## src/hw/rcg_regs.svh

```systemverilog
// Register offsets, field positions and reset values of the run-mode clock gating block.
`ifndef RCG_REGS_SVH
`define RCG_REGS_SVH

`define RCG_OFF_CAP4 12'h01C
`define RCG_OFF_RUN_CFG 12'h060
`define RCG_OFF_RUN_GATE 12'h100
`define RCG_OFF_SLEEP_GATE 12'h110
`define RCG_OFF_DEEP_GATE 12'h120
`define RCG_OFF_IRQ_STAT 12'h180
`define RCG_OFF_IRQ_MASK 12'h184

`define RCG_BIT_WDT 3
`define RCG_BIT_HIB 6
`define RCG_SPD_LSB 8
`define RCG_SPD_MSB 11
`define RCG_BIT_ACG 27

`define RCG_GATE_WMASK 32'h00000F48
`define RCG_GATE_RESET 32'h00000000
`define RCG_CFG_WMASK 32'h08000000
`define RCG_CFG_RESET 32'h00000000
`define RCG_CAP4_VALUE 32'h5000007F
`define RCG_SPD_MAX 4'h2
`define RCG_SPD_ZERO 4'h0

`define RCG_IRQ_W 2
`define RCG_IRQ_FAULT 0
`define RCG_IRQ_CLAMP 1
`define RCG_IRQ_WMASK 32'h00000003
`define RCG_IRQ_ZERO 2'h0

`define RCG_ZERO32 32'h00000000

`endif

```

## src/hw/rcg_pkg.sv

```systemverilog
// Types shared by the run-mode clock gating block.
package rcg_pkg;

    typedef enum logic [1:0] {
        RCG_MODE_RUN = 2'b00,
        RCG_MODE_SLEEP = 2'b01,
        RCG_MODE_DEEP = 2'b10
    } rcg_mode_e;

    typedef logic [31:0] rcg_word_t;
    typedef logic [3:0] rcg_speed_t;

endpackage

```

## src/hw/rcg_top.sv

```systemverilog
// Run-mode clock gating registers, gating enables, bus fault on gated units and capability word.
`timescale 1ns/100ps
`include "rcg_regs.svh"

// Operation
// - Writable gating bits 3 and 6 each enable one unit clock.
// - Access to gated-off unit gives bus fault.
// - Gating bits reset to zero, units unclocked.
// - Speed field bits 11:8 select sample rate.
// - Bit 6 gates the low-power keeper clock.
// - Bit 3 gates watchdog; gated access faults.
// - Run, sleep, deep-sleep gating registers kept.
// - Sleep registers apply only with auto gating.
// - Reserved bits read zero, writes ignored.
// - Capability bits 0-6 report ports A-G present.
// - Capability bit 28 reports ethernet MAC present.
module rcg_top #(
    parameter int ADDR_W = 12,
    parameter rcg_pkg::rcg_speed_t SPD_MAX = `RCG_SPD_MAX
) (
    input wire logic clk_sys_i,
    input wire logic reset_i,
    input wire logic [ADDR_W-1:0] reg_addr_i,
    input wire rcg_pkg::rcg_word_t reg_wdata_i,
    input wire logic reg_wr_i,
    input wire logic reg_rd_i,
    output rcg_pkg::rcg_word_t reg_rdata_o,
    input wire logic sleep_req_i,
    input wire logic deep_sleep_req_i,
    input wire logic wdt_access_i,
    input wire logic hib_access_i,
    output logic wdt_access_ok_o,
    output logic hib_access_ok_o,
    output logic bus_fault_o,
    output logic watchdog_clock_gate_o,
    output logic low_power_keeper_clock_gate_o,
    output rcg_pkg::rcg_speed_t converter_sample_speed_o,
    output rcg_pkg::rcg_mode_e power_mode_o,
    output logic irq_o
);
    import rcg_pkg::*;

    rcg_word_t run_clock_gating_0_ff;
    rcg_word_t sleep_clock_gating_0_ff;
    rcg_word_t deep_sleep_clock_gating_0_ff;
    rcg_word_t run_clock_configuration_ff;
    logic [`RCG_IRQ_W-1:0] irq_stat_ff;
    logic [`RCG_IRQ_W-1:0] irq_mask_ff;
    rcg_word_t rdata_ff;
    rcg_mode_e mode_ff;
    rcg_mode_e nxt_mode;
    logic wdt_en_ff;
    logic hib_en_ff;
    rcg_speed_t speed_ff;
    logic fault_ff;

    // Limits a written speed code to the device maximum.
    function automatic rcg_speed_t clamp_speed(input rcg_word_t w);
        rcg_speed_t s;
        s = w[`RCG_SPD_MSB:`RCG_SPD_LSB];
        clamp_speed = (s > SPD_MAX) ? SPD_MAX : s;
    endfunction

    // Builds the stored value of a gating register from a write.
    function automatic rcg_word_t gate_value(input rcg_word_t w);
        rcg_word_t v;
        v = w & `RCG_GATE_WMASK;
        v[`RCG_SPD_MSB:`RCG_SPD_LSB] = clamp_speed(w);
        gate_value = v;
    endfunction

    wire hit_run = (reg_addr_i == ADDR_W'(`RCG_OFF_RUN_GATE));
    wire hit_sleep = (reg_addr_i == ADDR_W'(`RCG_OFF_SLEEP_GATE));
    wire hit_deep = (reg_addr_i == ADDR_W'(`RCG_OFF_DEEP_GATE));
    wire hit_cfg = (reg_addr_i == ADDR_W'(`RCG_OFF_RUN_CFG));
    wire hit_cap = (reg_addr_i == ADDR_W'(`RCG_OFF_CAP4));
    wire hit_stat = (reg_addr_i == ADDR_W'(`RCG_OFF_IRQ_STAT));
    wire hit_mask = (reg_addr_i == ADDR_W'(`RCG_OFF_IRQ_MASK));

    wire wr_gate = reg_wr_i && (hit_run || hit_sleep || hit_deep);
    // A code above the limit is stored as the limit, and the clamp is reported.
    wire clamp_evt = wr_gate && (reg_wdata_i[`RCG_SPD_MSB:`RCG_SPD_LSB] > SPD_MAX);
    wire acg_on = run_clock_configuration_ff[`RCG_BIT_ACG];

    // The mode follows the power request; deep sleep outranks sleep.
    always_comb begin
        if (deep_sleep_req_i) begin
            nxt_mode = RCG_MODE_DEEP;
        end else if (sleep_req_i) begin
            nxt_mode = RCG_MODE_SLEEP;
        end else begin
            nxt_mode = RCG_MODE_RUN;
        end
    end

    // Sleep copies only count when auto gating is on; otherwise run values stay.
    rcg_word_t active_gate;
    always_comb begin
        case (mode_ff)
            RCG_MODE_RUN: active_gate = run_clock_gating_0_ff;
            RCG_MODE_SLEEP: active_gate = acg_on ? sleep_clock_gating_0_ff
                : run_clock_gating_0_ff;
            RCG_MODE_DEEP: active_gate = acg_on ? deep_sleep_clock_gating_0_ff
                : run_clock_gating_0_ff;
            default: active_gate = run_clock_gating_0_ff;
        endcase
    end

    wire fault_evt = (wdt_access_i && !wdt_en_ff) || (hib_access_i && !hib_en_ff);
    wire [`RCG_IRQ_W-1:0] irq_set = {clamp_evt, fault_evt};
    wire [`RCG_IRQ_W-1:0] irq_clr = (reg_wr_i && hit_stat) ?
        reg_wdata_i[`RCG_IRQ_W-1:0] : `RCG_IRQ_ZERO;

    rcg_word_t rd_mux;
    assign rd_mux = hit_run ? run_clock_gating_0_ff :
        hit_sleep ? sleep_clock_gating_0_ff :
        hit_deep ? deep_sleep_clock_gating_0_ff :
        hit_cfg ? run_clock_configuration_ff :
        hit_cap ? `RCG_CAP4_VALUE :
        hit_stat ? rcg_word_t'(irq_stat_ff) :
        hit_mask ? rcg_word_t'(irq_mask_ff) :
        `RCG_ZERO32;

    always_ff @(posedge clk_sys_i) begin
        if (reset_i) begin
            run_clock_gating_0_ff <= `RCG_GATE_RESET;
            sleep_clock_gating_0_ff <= `RCG_GATE_RESET;
            deep_sleep_clock_gating_0_ff <= `RCG_GATE_RESET;
        end else begin
            if (reg_wr_i && hit_run) begin
                run_clock_gating_0_ff <= gate_value(reg_wdata_i);
            end
            if (reg_wr_i && hit_sleep) begin
                sleep_clock_gating_0_ff <= gate_value(reg_wdata_i);
            end
            if (reg_wr_i && hit_deep) begin
                deep_sleep_clock_gating_0_ff <= gate_value(reg_wdata_i);
            end
        end
    end

    always_ff @(posedge clk_sys_i) begin
        if (reset_i) begin
            run_clock_configuration_ff <= `RCG_CFG_RESET;
            irq_mask_ff <= `RCG_IRQ_ZERO;
        end else begin
            if (reg_wr_i && hit_cfg) begin
                run_clock_configuration_ff <= reg_wdata_i & `RCG_CFG_WMASK;
            end
            if (reg_wr_i && hit_mask) begin
                irq_mask_ff <= reg_wdata_i[`RCG_IRQ_W-1:0];
            end
        end
    end

    // A new event in the clearing cycle survives the clear.
    always_ff @(posedge clk_sys_i) begin
        if (reset_i) begin
            irq_stat_ff <= `RCG_IRQ_ZERO;
        end else begin
            irq_stat_ff <= (irq_stat_ff & ~irq_clr) | irq_set;
        end
    end

    always_ff @(posedge clk_sys_i) begin
        if (reset_i) begin
            rdata_ff <= `RCG_ZERO32;
        end else begin
            rdata_ff <= reg_rd_i ? rd_mux : `RCG_ZERO32;
        end
    end

    // Enables come straight from flops so a gate cell never sees a combinational glitch.
    always_ff @(posedge clk_sys_i) begin
        if (reset_i) begin
            mode_ff <= RCG_MODE_RUN;
            wdt_en_ff <= 1'b0;
            hib_en_ff <= 1'b0;
            speed_ff <= `RCG_SPD_ZERO;
            fault_ff <= 1'b0;
        end else begin
            mode_ff <= nxt_mode;
            wdt_en_ff <= active_gate[`RCG_BIT_WDT];
            hib_en_ff <= active_gate[`RCG_BIT_HIB];
            speed_ff <= active_gate[`RCG_SPD_MSB:`RCG_SPD_LSB];
            fault_ff <= fault_evt;
        end
    end

    assign reg_rdata_o = rdata_ff;
    assign watchdog_clock_gate_o = wdt_en_ff;
    assign low_power_keeper_clock_gate_o = hib_en_ff;
    assign converter_sample_speed_o = speed_ff;
    assign power_mode_o = mode_ff;
    assign bus_fault_o = fault_ff;
    assign wdt_access_ok_o = wdt_access_i && wdt_en_ff;
    assign hib_access_ok_o = hib_access_i && hib_en_ff;
    assign irq_o = |(irq_stat_ff & irq_mask_ff);
endmodule // rcg_top

```

## config.mk

```make
export PLATFORM = sky130hd
export DESIGN_NAME = rcg_top
export DESIGN_NICKNAME = d
export VERILOG_FILES = /design/src/hw/rcg_pkg.sv /design/src/hw/rcg_top.sv
export VERILOG_INCLUDE_DIRS = /design/src /design/src/hw
export SDC_FILE = /design/constraint.sdc
export NUM_CORES = 1
export LEC_CHECK = 0
export BUFFER_PORTS_ARGS = -buffer_cell sky130_fd_sc_hd__buf_2
export CAP_MARGIN = 15
export CORE_ASPECT_RATIO = 1.4
export CORE_MARGIN = 8
export CORE_UTILIZATION = 40
export DETAILED_ROUTE_END_ITERATION = 7
export PLACE_DENSITY = 0.78
export RECOVER_POWER = 50
export SLEW_MARGIN = 15
export SYNTH_ARGS = -nofsm -noshare
export SYNTH_HDL_FRONTEND = slang
export SYNTH_SLANG_ARGS = --single-unit
```

## constraint.sdc

```tcl
create_clock -name clk_sys_i -period 1.6 [get_ports clk_sys_i]
set_clock_uncertainty 0.1 [all_clocks]
set_input_delay 0.16 -clock clk_sys_i [delete_from_list [all_inputs] [get_ports clk_sys_i]]
set_output_delay 0.16 -clock clk_sys_i [all_outputs]
set_load 0.05 [all_outputs]
```

==> metrics <==
Crit Path Class=reg2reg; all-layer global routing usage=0.1379; Final Instance Area=between 2000 and 3000 sq um; Mapped Area=2042 sq um; Critical Path AT=roughly 1.6 ns; Fmax=0.6546 GHz; DR vias/cell=~5.1; clock-pin slew on the worst setup and hold paths=0.08 ns; number of global-route vias before repair=1968; clock buffer depth=2; CTS tree=built; initial DRC count=78; WL/cell=14.48 um; H-tree lvl count=2; share of layout cells above drive strength 1=0.2682; register bit total from synthesis=between 40 and 50; Cells after Synth=222; DR top layer=met4; fin cells=368; Pre-Repair DR Iteration Count=4; worst-margin pin slew=0.6023 ns; largest net degree at the start of global routing=26; I/O pin count=96; family with the most delay on the worst path=compound AO/OA/AOI/OAI gates; DRC Markers=0; status=finished, final reports clean; crit-path max FO=6; Overflow after GRT=0; Routability Congestion=0.8443; pre-CTS WS=-0.2800 ns; HPWL Detailed=roughly 4.2 mm; worst path buffer plus inverter count=2; Worst Setup End Kind=flop; total CTS buffers=5; Seq/Total Area, Yosys=0.4118; RSZ-0062 raised after global routing=no; Synth async-reset ratio=0; global-route wire length before repair=8.728 mm; Synth area leaders=dfxtp_1 41%, buf_4 8.1%, mux2i_1 7.8%; power per cell area=846.2 nW/um^2; worst hold path type=in2reg; num rows=31; peak supply drop=0.0005209 V; Post-Place Cells=approximately 360; crit path time final=1.528 ns; power consumption=2.188 mW; P_leak=between 1 and 1.5 nW; insertion delay to the later sink of the worst-skew pair=0.30 ns; Setup crit start kind=flop; Post-synth top cells=42 x dfxtp_1, 30 x nor2_1, 22 x buf_4, 16 x mux2i_1, 10 x a21oi_1; antenna fix cells=0; Post-DP Area=2492 sq um; Via Count=1883; count leader, synth=dfxtp_1; Final WS setup=0.07225 ns; top_reg_cell synth=dfxtp_1; Avg Cell Area, Syn=9.198 sq um; cell type with the largest total area after synthesis=dfxtp_1; met2 WL post-DR=2.813 mm; # clock sinks=42; Die Span Y=roughly 100 um; synth warn=0; drt total wl=approximately 5.3 mm; Initial Util=0.4050; # setup viols final=0; Critical Path RT=1.69 ns; Setup TNS=0 ns; Final Hold Fails=0; proportion of netlist area held by the largest area contributor=0.4118; Unique masters post-synth=44; initial antenna violation count=0; Core ar.=about 5000 sq um; final cycle utilization of the critical path=0.9548; CP max stage delay=0.34 ns; count of pins over their slew limit=0; Max Cap Violations=0; NumNets Final=~360; relative slew slack=0.6002; port bufs=54; Root Buffer Master=clkbuf_8; met1 wire length=1.951 mm; Die Span X=76.39 um; number of enable flip-flop cells after synthesis=0; crit path cell chain=inv_1 > ha_1 > o21bai_1 > buf_4 > a22oi_1 > nor2_1; CP max-delay cell=dfxtp_2; die footprint=7680 sq um; Routed Antenna Nets=0; WL met3=446 um; Synth-to-Final Area Change=26.65%
[final cells by class]
class                      count  area [sq um]
multi-input combinational    163          1060
clock inverter                 3         43.79
fill                         497          2456
tap                           66         82.58
sequential                    42         843.3
inverter                       4         15.01
clock buffer                   5         68.82
timing repair buffer          85         473.0
[cell families (layout without fill, tap and decap cells)]
logic type / Yosys count / count (layout) / synth area share
and+or+nand+nor: 91 / 91 / 0.2635
DFF: 42 / 42 / 0.4118
AOI/OAI and AO/OA: 36 / 36 / 0.1250
buffers and inverters: 34 / 97 / 0.1072
muxes: 16 / 16 / 0.07843
adders and majority gates: 2 / 2 / 0.01225
other: 1 / 18 / 0.001836
[sequential cells by signal (all words and copies together), names as in the netlist]
name,cells
reg_rdata_o,10
power_mode_o,2
run_clock_gating_0_ff,6
watchdog_clock_gate_o,1
converter_sample_speed_o,4
irq_mask_ff,2
bus_fault_o,1
deep_sleep_clock_gating_0_ff,6
sleep_clock_gating_0_ff,6
irq_stat_ff,2
low_power_keeper_clock_gate_o,1
run_clock_configuration_ff,1
[layer usage]
| metal | GRT usage | vias up |
|---|---|---|
| met1 | 0.1297 | 880 |
| met4 | 0.06241 | 0 |
| met3 | 0.05000 | 8 |
| met2 | 0.2599 | 77 |
| met5 | 0 | - |
| li1 | - | 918 |
[timing repair]
item	CTS	global route
setup buffers	0	0
endpoints found under the hold margin	1	0
setup endpoints to repair	0	2
hold buffers	1	0
resized for setup	0	2
[through the flow]
stage / util / hold WS (ns)
2_1_floorplan: - / 0.1284
6_report: 0.5129 / 0.008005
3_3_place_gp: 0.4943 / 0.2238
5_1_grt: 0.5129 / 0.001197
3_5_place_dp: 0.4943 / 0.2263
4_1_cts: 0.5186 / 0.0008938
[worst paths after layout]
path | startpoint | endpoint | slack, ns | depth (start not counted)
setup reg to reg | power_mode_o[0]$_SDFF_PP0_ | converter_sample_speed_o[0]$_SDFF_PP0_ | 0.07 | 6
hold / removal | reset_i | irq_mask_ff[1]$_SDFFE_PP0P_ | 0.008 | 2
setup / recovery | power_mode_o[0]$_SDFF_PP0_ | converter_sample_speed_o[0]$_SDFF_PP0_ | 0.07 | 6
hold reg to reg | irq_mask_ff[0]$_SDFFE_PP0P_ | irq_mask_ff[0]$_SDFFE_PP0P_ | 0.39 | 2
[placed cells by master, fill, tap and decap left out, types with 4 or more instances in the layout]
cell and instances:
dfxtp_1 40, buf_2 30, mux2i_1 16, and2_1 5, clkbuf_8 5, nand2b_1 5
nand2_1 7, nand3_1 8, buf_4 28, a22oi_1 5, nor2_1 30, a22o_1 7
conb_1 18, nor3b_1 7, clkbuf_1 24, nor3_1 4, inv_1 4, a21oi_1 10
[power by group]
part | total (mW) | internal, mW | switching, mW
combinational | 0.291 | 0.0877 | 0.204
clock | 0.842 | 0.468 | 0.374
sequential | 1.06 | 1.05 | 0.00411
total | 2.19 | 1.61 | 0.582
(Power assumes the default switching activity.)
